<file path="src/rtl/bldc_pkg.sv">
// constants and carrier types for the brushless speed loop controller
package bldc_pkg;

    // timing counts in pclk cycles at 200 MHz
    localparam int STOP_CLEAR_CYC = 200000;  // 1 ms
    localparam int SETTLE_CYC     = 2000000; // 10 ms
    localparam int CLK_LOSS_CYC   = 20000;   // 100 us
    localparam int DEAD_CYC       = 100;     // 500 ns gap

    localparam logic [7:0] OFS_PWM_PERIOD = 8'h00;
    localparam logic [7:0] OFS_STALL_TIME = 8'h04;
    localparam logic [7:0] OFS_STATUS     = 8'h08;
    localparam logic [7:0] OFS_ERRORS     = 8'h0c;

    // reset values: 20 kHz pwm, 2 s stall timeout
    localparam logic [15:0] RST_PWM_PERIOD = 16'h2710;
    localparam logic [31:0] RST_STALL_TIME = 32'h17d7_8400;

    localparam logic [10:0] CNT_256  = 11'h100;
    localparam logic [10:0] CNT_512  = 11'h200;
    localparam logic [10:0] CNT_1024 = 11'h400;

    // lock window is count / 16, i.e. 6.25 percent
    localparam int LOCK_SHIFT = 4;

    localparam int ST_POS_STATE  = 0;
    localparam int ST_POS_LOCKED = 2;
    localparam int ST_POS_CLKLOS = 3;
    localparam int ST_POS_UV     = 4;
    localparam int ST_POS_POR    = 5;
    localparam int ST_POS_DUTY   = 16;

    typedef struct packed {
        logic [2:0] hall;
        logic       tach;
        logic       refclk;
        logic       cur_lim;
        logic       por_ok;
        logic       uv_trip;
        logic       uv_release;
        logic       sel_a;
        logic       sel_b;
        logic       dir;
        logic       brake;
        logic       run_n;
    } pins_t;

    localparam logic [13:0] PINS_RST = 14'h0001;

    typedef struct packed {
        logic [2:0] high;
        logic [2:0] low;
    } drive_t;

    typedef enum logic [1:0] {
        ST_OFF    = 2'b00,
        ST_SETTLE = 2'b01,
        ST_RUN    = 2'b10,
        ST_STALL  = 2'b11
    } run_state_t;

endpackage

</file>
<file path="src/rtl/bldc_speed_loop_controller.sv">
// speed loop, commutation and protection core with apb registers
//
// The placing of the registers and the APB register port are this design's own decisions.
`timescale 1ns/1ps

module bldc_speed_loop_controller #(
    parameter int STOP_CLEAR_CYC = bldc_pkg::STOP_CLEAR_CYC,
    parameter int SETTLE_CYC     = bldc_pkg::SETTLE_CYC,
    parameter int CLK_LOSS_CYC   = bldc_pkg::CLK_LOSS_CYC
) (
    input  wire logic        pclk,
    input  wire logic        presetn,
    input  wire logic [7:0]  paddr,
    input  wire logic        psel,
    input  wire logic        penable,
    input  wire logic        pwrite,
    input  wire logic [31:0] pwdata,
    output logic      [31:0] prdata,
    output logic             pready,
    output logic             pslverr,
    input  wire logic        reference_clock_input,
    input  wire logic        tach_feedback,
    input  wire logic        hall_a_plus,
    input  wire logic        hall_b_plus,
    input  wire logic        hall_c_plus,
    input  wire logic        current_sense_input,
    input  wire logic        stall_timer_node,
    input  wire logic        supply_below_trip,
    input  wire logic        supply_above_release,
    input  wire logic        count_select_a,
    input  wire logic        count_select_b,
    input  wire logic        direction_select,
    input  wire logic        brake_select,
    input  wire logic        run_stop_n,
    output logic             phase_a_high_drive,
    output logic             phase_b_high_drive,
    output logic             phase_c_high_drive,
    output logic             phase_a_low_drive,
    output logic             phase_b_low_drive,
    output logic             phase_c_low_drive,
    output logic             speed_locked_flag_o,
    output logic             speed_locked_flag_oe,
    output logic             speed_error_valid,
    output logic      [15:0] speed_error,
    output logic             phase_error_valid,
    output logic      [15:0] phase_error
);

    typedef struct packed {
        bldc_pkg::pins_t      s1;
        bldc_pkg::pins_t      s2;
        bldc_pkg::pins_t      s3;
        bldc_pkg::pins_t      flt;
        logic                 ref_prev;
        logic                 tach_prev;
        logic                 dir_prev;
        logic                 brake_prev;
        logic [19:0]          ref_per_cnt;
        logic [19:0]          ref_per;
        logic [20:0]          nco_acc;
        logic [31:0]          loss_cnt;
        logic                 clk_lost;
        logic [15:0]          spd_cnt;
        logic [10:0]          ph_cnt;
        logic                 spd_skip;
        logic [15:0]          spd_err;
        logic                 spd_vld;
        logic [15:0]          ph_err;
        logic                 ph_vld;
        logic                 locked;
        logic                 lock_oe;
        logic [15:0]          duty;
        logic [15:0]          pwm_cnt;
        logic                 pwm_cut;
        logic                 uv;
        logic [31:0]          stall_cnt;
        logic [31:0]          stop_cnt;
        logic [31:0]          settle_cnt;
        logic [7:0]           dead_cnt;
        bldc_pkg::run_state_t st;
        logic [15:0]          pwm_period;
        logic [31:0]          stall_time;
        logic [31:0]          rdata;
        bldc_pkg::drive_t     drv;
    } state_t;

    // select pins read high when open; pull-ups sit outside the block
    function automatic logic [21:0] sel_decode(input logic a,
                                               input logic b);
        case ({a, b})
            2'b11:   sel_decode = {bldc_pkg::CNT_1024, bldc_pkg::CNT_1024};
            2'b10:   sel_decode = {bldc_pkg::CNT_1024, bldc_pkg::CNT_512};
            2'b01:   sel_decode = {bldc_pkg::CNT_256, bldc_pkg::CNT_256};
            default: sel_decode = {bldc_pkg::CNT_512, bldc_pkg::CNT_512};
        endcase
    endfunction

    function automatic bldc_pkg::drive_t commutate(input logic [2:0] h,
                                                  input logic       rev);
        bldc_pkg::drive_t d;
        case (h)
            3'b001:  d = '{high: 3'b001, low: 3'b010};
            3'b011:  d = '{high: 3'b001, low: 3'b100};
            3'b010:  d = '{high: 3'b010, low: 3'b100};
            3'b110:  d = '{high: 3'b010, low: 3'b001};
            3'b100:  d = '{high: 3'b100, low: 3'b001};
            3'b101:  d = '{high: 3'b100, low: 3'b010};
            default: d = '{high: 3'b000, low: 3'b000};
        endcase
        if (rev) begin
            d = '{high: d.low, low: d.high};
        end
        return d;
    endfunction

    function automatic logic [15:0] sat_duty(input logic [15:0] d,
                                             input logic [15:0] e);
        logic [17:0] sum;
        sum = {2'b00, d} + {{2{e[15]}}, e};
        sat_duty = sum[17] ? 16'h0000 : (sum[16] ? 16'hffff : sum[15:0]);
    endfunction

    state_t           s;
    state_t           n;
    bldc_pkg::pins_t  pins;
    bldc_pkg::drive_t comm;
    logic [10:0]      cnt_sel;
    logic [10:0]      div_sel;
    logic [15:0]      mag;
    logic [15:0]      win;
    logic             ref_edge;
    logic             tach_edge;
    logic             vco_tick;
    logic             pwm_on;
    logic             braking;
    logic             lock_now;
    logic             access;
    logic             mapped;

    assign pins = '{hall: {hall_c_plus, hall_b_plus, hall_a_plus},
                    tach: tach_feedback,
                    refclk: reference_clock_input,
                    cur_lim: current_sense_input,
                    por_ok: stall_timer_node,
                    uv_trip: supply_below_trip,
                    uv_release: supply_above_release,
                    sel_a: count_select_a,
                    sel_b: count_select_b,
                    dir: direction_select,
                    brake: brake_select,
                    run_n: run_stop_n};

    assign access = psel & penable;
    assign mapped = (paddr == bldc_pkg::OFS_PWM_PERIOD) |
                    (paddr == bldc_pkg::OFS_STALL_TIME) |
                    (paddr == bldc_pkg::OFS_STATUS) |
                    (paddr == bldc_pkg::OFS_ERRORS);

    always_comb begin
        n = s;
        {cnt_sel, div_sel} = sel_decode(s.flt.sel_a, s.flt.sel_b);
        comm = commutate(s.flt.hall, s.flt.dir);
        mag = 16'h0000;
        win = 16'(cnt_sel) >> bldc_pkg::LOCK_SHIFT;
        lock_now = s.locked;
        vco_tick = 1'b0;

        n.s1 = pins;
        n.s2 = s.s1;
        n.s3 = s.s2;
        n.flt = (s.s2 & s.s3) | (s.flt & (s.s2 ^ s.s3));
        ref_edge = s.flt.refclk & ~s.ref_prev;
        tach_edge = s.flt.tach & ~s.tach_prev;
        n.ref_prev = s.flt.refclk;
        n.tach_prev = s.flt.tach;
        n.dir_prev = s.flt.dir;
        n.brake_prev = s.flt.brake;
        braking = s.flt.brake &
                  ((s.st == bldc_pkg::ST_RUN) |
                   (s.st == bldc_pkg::ST_SETTLE));
        n.spd_vld = 1'b0;
        n.ph_vld = 1'b0;

        // nco at fclk*div; limitation: reference below pclk / 1024
        if (ref_edge) begin
            n.ref_per = 20'(s.ref_per_cnt + 20'h1);
            n.ref_per_cnt = 20'h0;
            n.loss_cnt = 32'h0;
            n.clk_lost = 1'b0;
        end else begin
            if (s.ref_per_cnt != 20'hfffff) begin
                n.ref_per_cnt = 20'(s.ref_per_cnt + 20'h1);
            end
            if (s.loss_cnt >= 32'(CLK_LOSS_CYC)) begin
                n.clk_lost = 1'b1;
            end else begin
                n.loss_cnt = 32'(s.loss_cnt + 32'h1);
            end
        end
        if (s.ref_per != 20'h0 && !s.clk_lost) begin
            n.nco_acc = 21'(s.nco_acc + 21'(div_sel));
            if (n.nco_acc >= 21'(s.ref_per)) begin
                n.nco_acc = 21'(n.nco_acc - 21'(s.ref_per));
                vco_tick = 1'b1;
            end
        end

        // phase counter wraps every count ticks: tach target is
        if (vco_tick) begin
            n.ph_cnt = (s.ph_cnt >= 11'(cnt_sel - 11'h1)) ? 11'h0
                       : 11'(s.ph_cnt + 11'h1);
            if (s.spd_cnt != 16'hffff) begin
                n.spd_cnt = 16'(s.spd_cnt + 16'h1);
            end
        end
        if (tach_edge) begin
            n.spd_cnt = 16'h0;
            n.spd_skip = ~s.spd_skip;
            if (!s.spd_skip) begin
                // measured one period, next period is skipped
                n.spd_err = 16'(s.spd_cnt - 16'(cnt_sel));
                n.spd_vld = 1'b1;
            end
            n.ph_err = (s.ph_cnt < (cnt_sel >> 1)) ? 16'(s.ph_cnt)
                       : 16'(16'(s.ph_cnt) - 16'(cnt_sel));
            n.ph_vld = 1'b1;
        end

        if (n.spd_vld) begin
            mag = n.spd_err[15] ? 16'(-n.spd_err) : n.spd_err;
            lock_now = (mag <= win);
            n.locked = lock_now;
        end
        if (s.clk_lost) begin
            n.locked = 1'b0;
        end
        if (s.st == bldc_pkg::ST_RUN) begin
            if (n.spd_vld && !lock_now) begin
                n.duty = sat_duty(s.duty, n.spd_err);
            end else if (n.ph_vld && s.locked) begin
                n.duty = sat_duty(s.duty, n.ph_err);
            end
        end
        n.lock_oe = s.locked & (s.st == bldc_pkg::ST_RUN);

        if (s.pwm_cnt >= 16'(s.pwm_period - 16'h1)) begin
            n.pwm_cnt = 16'h0;
            n.pwm_cut = 1'b0;
        end else begin
            n.pwm_cnt = 16'(s.pwm_cnt + 16'h1);
        end
        if (s.flt.cur_lim && !braking) begin
            n.pwm_cut = 1'b1;
        end
        pwm_on = braking | ((s.pwm_cnt < s.duty) & ~s.pwm_cut);

        if (s.flt.uv_trip) begin
            n.uv = 1'b1;
        end else if (s.flt.uv_release) begin
            n.uv = 1'b0;
        end

        if ((s.flt.dir != s.dir_prev) || (s.brake_prev && !s.flt.brake)) begin
            n.dead_cnt = 8'(bldc_pkg::DEAD_CYC);
        end else if (s.dead_cnt != 8'h0) begin
            n.dead_cnt = 8'(s.dead_cnt - 8'h1);
        end

        case (s.st)
            bldc_pkg::ST_OFF: begin
                n.settle_cnt = 32'h0;
                if (!s.flt.run_n) begin
                    n.st = bldc_pkg::ST_SETTLE;
                end
            end
            bldc_pkg::ST_SETTLE: begin
                // oscillator settles before regulation begins
                n.settle_cnt = 32'(s.settle_cnt + 32'h1);
                if (s.flt.run_n) begin
                    n.st = bldc_pkg::ST_OFF;
                end else if (s.settle_cnt >= 32'(SETTLE_CYC)) begin
                    n.st = bldc_pkg::ST_RUN;
                    n.stall_cnt = 32'h0;
                end
            end
            bldc_pkg::ST_RUN: begin
                if (s.locked || braking) begin
                    n.stall_cnt = 32'h0;
                end else begin
                    n.stall_cnt = 32'(s.stall_cnt + 32'h1);
                end
                if (s.flt.run_n) begin
                    n.st = bldc_pkg::ST_OFF;
                end else if (s.stall_cnt >= s.stall_time) begin
                    n.st = bldc_pkg::ST_STALL;
                    n.stop_cnt = 32'h0;
                end
            end
            bldc_pkg::ST_STALL: begin
                // only a held stop or brake, or a low stall node, releases the latch
                if (s.flt.run_n || s.flt.brake) begin
                    n.stop_cnt = 32'(s.stop_cnt + 32'h1);
                end else begin
                    n.stop_cnt = 32'h0;
                end
                if (s.stop_cnt >= 32'(STOP_CLEAR_CYC)) begin
                    n.st = bldc_pkg::ST_OFF;
                end
            end
            default: n.st = bldc_pkg::ST_OFF;
        endcase

        // power saving in stop: loop timing held idle
        if (s.st == bldc_pkg::ST_OFF) begin
            n.nco_acc = 21'h0;
            n.spd_cnt = 16'h0;
            n.ph_cnt = 11'h0;
            n.spd_skip = 1'b0;
            n.duty = 16'h0;
            n.locked = 1'b0;
        end

        n.drv = '{high: 3'b000, low: 3'b000};
        if (s.uv || !s.flt.por_ok) begin
            n.drv = '{high: 3'b000, low: 3'b000};
        end else if (braking) begin
            n.drv = '{high: 3'b111, low: 3'b000};
        end else if (s.dead_cnt != 8'h0) begin
            n.drv = '{high: 3'b000, low: 3'b000};
        end else if (s.st == bldc_pkg::ST_STALL) begin
            n.drv = '{high: 3'b000, low: comm.low};
        end else if (s.st == bldc_pkg::ST_RUN) begin
            n.drv.high = comm.high & {3{pwm_on & ~s.clk_lost}};
            n.drv.low = comm.low;
        end

        if (psel && !penable) begin
            case (paddr)
                bldc_pkg::OFS_PWM_PERIOD: n.rdata = {16'h0, s.pwm_period};
                bldc_pkg::OFS_STALL_TIME: n.rdata = s.stall_time;
                bldc_pkg::OFS_STATUS: begin
                    n.rdata = 32'h0;
                    n.rdata[bldc_pkg::ST_POS_STATE +: 2] = s.st;
                    n.rdata[bldc_pkg::ST_POS_LOCKED] = s.locked;
                    n.rdata[bldc_pkg::ST_POS_CLKLOS] = s.clk_lost;
                    n.rdata[bldc_pkg::ST_POS_UV] = s.uv;
                    n.rdata[bldc_pkg::ST_POS_POR] = ~s.flt.por_ok;
                    n.rdata[bldc_pkg::ST_POS_DUTY +: 16] = s.duty;
                end
                bldc_pkg::OFS_ERRORS: n.rdata = {s.ph_err, s.spd_err};
                default: n.rdata = 32'h0;
            endcase
        end
        if (access && pwrite) begin
            if (paddr == bldc_pkg::OFS_PWM_PERIOD) begin
                n.pwm_period = pwdata[15:0];
            end
            if (paddr == bldc_pkg::OFS_STALL_TIME) begin
                n.stall_time = pwdata;
            end
        end

        // a low stall node resets the run state, the duty and both lock flags of the core
        if (!s.flt.por_ok) begin
            n.st = bldc_pkg::ST_OFF;
            n.duty = 16'h0;
            n.locked = 1'b0;
            n.lock_oe = 1'b0;
        end
    end

    always_ff @(posedge pclk or negedge presetn) begin
        if (!presetn) begin
            s <= '0;
            s.s1 <= bldc_pkg::pins_t'(bldc_pkg::PINS_RST);
            s.s2 <= bldc_pkg::pins_t'(bldc_pkg::PINS_RST);
            s.s3 <= bldc_pkg::pins_t'(bldc_pkg::PINS_RST);
            s.flt <= bldc_pkg::pins_t'(bldc_pkg::PINS_RST);
            s.uv <= 1'b1;
            s.pwm_period <= bldc_pkg::RST_PWM_PERIOD;
            s.stall_time <= bldc_pkg::RST_STALL_TIME;
        end else begin
            s <= n;
        end
    end

    assign prdata = s.rdata;
    assign pready = 1'b1;
    assign pslverr = access & (~mapped | (pwrite &
                     ((paddr == bldc_pkg::OFS_STATUS) |
                      (paddr == bldc_pkg::OFS_ERRORS))));
    assign {phase_c_high_drive, phase_b_high_drive, phase_a_high_drive} =
           s.drv.high;
    assign {phase_c_low_drive, phase_b_low_drive, phase_a_low_drive} =
           s.drv.low;
    assign speed_locked_flag_o = 1'b0;
    assign speed_locked_flag_oe = s.lock_oe;
    assign speed_error_valid = s.spd_vld;
    assign speed_error = s.spd_err;
    assign phase_error_valid = s.ph_vld;
    assign phase_error = s.ph_err;

endmodule // bldc_speed_loop_controller

</file>
<file path="config.mk">
export PLATFORM = sky130hd
export DESIGN_NAME = bldc_speed_loop_controller
export DESIGN_NICKNAME = d
export VERILOG_FILES = /design/src/rtl/bldc_pkg.sv /design/src/rtl/bldc_speed_loop_controller.sv
export SDC_FILE = /design/constraint.sdc
export NUM_CORES = 1
export LEC_CHECK = 0
export BUFFER_PORTS_ARGS = -buffer_cell sky130_fd_sc_hd__buf_2
export CAP_MARGIN = 5
export CORE_UTILIZATION = 30
export CTS_BUF_LIST = sky130_fd_sc_hd__clkbuf_4
export DETAILED_ROUTE_END_ITERATION = 10
export MAX_ROUTING_LAYER = met4
export PLACE_DENSITY = 0.56
export SYNTH_ARGS = -nofsm -noshare
export SYNTH_HDL_FRONTEND = slang
export SYNTH_SLANG_ARGS = --single-unit
</file>
<file path="constraint.sdc">
create_clock -name pclk -period 14.7 [get_ports pclk]
set_clock_uncertainty 0.2 [all_clocks]
set_input_delay 2.94 -clock pclk [delete_from_list [all_inputs] [get_ports pclk]]
set_output_delay 2.94 -clock pclk [all_outputs]
set_load 0.05 [all_outputs]
</file>
==> flow_summary_export.csv <==
group,metric,value,unit
route,detail_route.first_pass.iterations,5,
yosys,yosys.area.top_type_share,0.408,
clock_tree,clk_pin_slew,70,ps
yosys,async_flop_share,1.00,
yosys,synth_edf_count,0,
min_path,hold-path-endpoint,"n[409]",
route,drc,0,
layout,final_cell_area,0.0289,mm2
min_path,worstHoldPathCells,0,
flow_run,number_of_max_cap_violations,0,
route,ant_nets,0,
global_routing,grt.total_usage,0.168,
clock_tree,cts_tree,"done",
yosys,netlist_instances,2723,
sta,rsz_0062_raised_after_global_routing,"no",
floorplanning,fp.dieW,296,um
floorplanning,floorplan.rows,107,
yosys,most_instantiated_cells_after_synthesis,"dfrtp_1 (422), nand2_1 (249), o21ai_0 (218)",
clock_tree,numCtsBuffers,132,
sta,fmax,137,MHz
sta,hold_fails_final_rpt,0,
global_routing,grt_max_degree,158,
power,power.leakage,13.4,nW
setup_path,worstPathMaxFanout,2,
place,dp.final_hpwl,49900,um
setup_path,reg2reg_from,"s[391]",
sta,worst_slew_margin_relative_to_its_limit,0.249,
clock_tree,post-cts-setup-buffers,0,
sta,final_setup_violation_count,0,
yosys,synthesis.area,0.0259,mm2
sta,slew_violations,0,
place,postPlaceCellArea,0.0273,mm2
route,dr.first_iter.drc_count,1476,
min_path,hold_crit_path_type,"reg2reg",
floorplanning,io_pins,135,
outcome,outcome,"finished clean",
yosys,syn_area_per_cell,9.51,um2
route,route.final.wire_length,69900,um
layout,num-nets-final,3069,
clock_tree,numClockSinks,444,
global_routing,grt_antenna_before_repair,4,
sta,period_needed,7290,ps
clock_tree,clock_path_buffers,3,
clock_tree,clock_insertion_delay_worst_skew,1020,ps
layout,filler_cell_count,8867,
clock_tree,cts_hold_buffers,0,
floorplanning,fp.dieH,296,um
setup_path,setup.worst_path.end_class,"output pin",
min_path,hold_path.startpoint,"n[423]",
clock_tree,cts_root_buf,"clkbuf_4",
yosys,yosys.cell_types.count,84,
setup_path,timing.setup.critical_path_class,"in2out",
sta,max_slew.worst_pin.slew,1130,ps
yosys,synth.ff_latch_count,444,
setup_path,regToRegEndpoint,"s[224]",
setup_path,cp.arrival,4150,ps
global_routing,global_route.overflow_total,0,
setup_path,endpoint_required_time_on_the_critical_path,11560,ps
power,power_per_cell_area,126,mW/mm2
setup_path,worstSetupStartpointType,"input pin",
yosys,synth_top_cell_by_area,"dfrtp_1",
sta,setup_total_negative_slack,0,ps
floorplanning,dieArea,0.0875,mm2
setup_path,worst-r2r-setup-slack,9270,ps
layout,post_route_cells_drive_above_1_share,0.166,
global_routing,grt_pass1_vias,19866,
setup_path,r2r.worst_path.cells,18,
yosys,ys.flop_type,"dfrtp_1",
sta,final.period_utilization,0.496,
floorplanning,placeableCoreArea,0.0853,mm2
place,port_buf_inserts,132,
yosys,synth_top_cells_by_area,"dfrtp_1 (41%), ha_1 (8.1%), o21ai_0 (4.2%)",
clock_tree,post_cts_resized,0,
global_routing,grt_first_pass_wirelength,112000,um
power,ir_drop,0.0837,mV
route,ratio_of_routed_vias_to_standard_cells,4.97,
clock_tree,h_tree_depth_reported_by_cts,4,
layout,synthToLayoutAreaGrowth,11.8,%
route,post_drt_wl_per_cell,17.1,um
route,dr_total_vias,20316,
sta,timing.hold.ws,115,ps
yosys,number_of_warnings_reported_in_the_yosys_synthesis_log,0,
yosys,post-synth-top-count-cell,"dfrtp_1",
yosys,yosysSeqAreaShare,0.430,
floorplanning,start_util,0.304,
place,globalplace.congestion,0.885,
## sequential cells by signal, indices dropped and copies added (netlist names), 16 cells and up
signal       flops
speed_error     16
s              339
phase_error     16
n               32
prdata          32
## worst max path at each step
stage,startpoint,slack (ps),end,depth (start not counted)
floorplan,paddr[3],7280,pslverr,4
global placement,paddr[5],7350,pslverr,5
detailed placement,paddr[4],7400,pslverr,5
CTS,paddr[4],7390,pslverr,5
global route,paddr[3],7300,pslverr,5
finish,paddr[5],7410,pslverr,5
## cells by family after synthesis
group	count (synthesis)	share of synthesized area
and+or+nand+nor	880	0.166
AOI/OAI and AO/OA	672	0.173
DFF	444	0.430
buffers and inverters	321	0.0577
adders and majority gates	173	0.0854
xor gates and xnor gates	149	0.0504
muxes	82	0.0370
other	2	0.000290
## cells in the final DEF, fill, tap and decap left out, types with 28 or more instances in the layout
cell type    n
nand2_1    249
and3_1      51
o31ai_1     71
a21oi_1     91
nor4_1      33
nand2b_1    28
nor3_1      50
a21o_1      68
clkbuf_4   195
nor2_1     204
nand3_1     91
mux2_2      59
xnor2_1     81
o21ai_0    218
xor2_1      68
and2_1      28
nand4_1     36
a22oi_1     28
dfrtp_1    422
buf_2      131
ha_1       167
inv_1      143
nor2b_1     31
## stage by stage
step	worst slack [ps]	power, W	util	std cells
4_1_cts	7390	0.00371	0.339	4077
6_report	7410	0.00365	0.339	4086
3_5_place_dp	7400	0.00249	0.320	3847
3_3_place_gp	7350	0.00248	0.320	3847
2_1_floorplan	7280	0.00220	-	2724
5_1_grt	7300	0.00392	0.339	4086
## final cells by class
| cell class | instances | area, um2 | share of cell area |
|---|---|---|---|
| Multi-Input combinational cell | 1959 | 13300 | 0.460 |
| Sequential cell | 444 | 11100 | 0.385 |
| Clock buffer | 195 | 1460 | 0.0506 |
| Tap cell | 1144 | 1430 | 0.0495 |
| Timing Repair Buffer | 155 | 856 | 0.0296 |
| Inverter | 145 | 544 | 0.0188 |
| Clock inverter | 35 | 185 | 0.00640 |
| Antenna cell | 9 | 22.5 | 0.000778 |
## routing by layer
metal	part of all wire	track usage	wire, um
met5	0	-	0
met4	0.025	0.0684	1720
met3	0.066	0.0411	4650
met2	0.45	0.251	31600
met1	0.46	0.217	31900
## where the power goes
group	internal (W)	switching, W	total, W	leakage [nW]
logic	0.000379	0.000693	0.00107	6.49
clock network	0.000611	0.000577	0.00119	0.978
registers	0.00130	0.0000965	0.00139	5.92
## critical path, stage by stage
cell       delay, ps
buf_2             90
or4_1            520
a2111oi_0        290
nor2_1            80
buf_2            220
(Power assumes the default switching activity.)
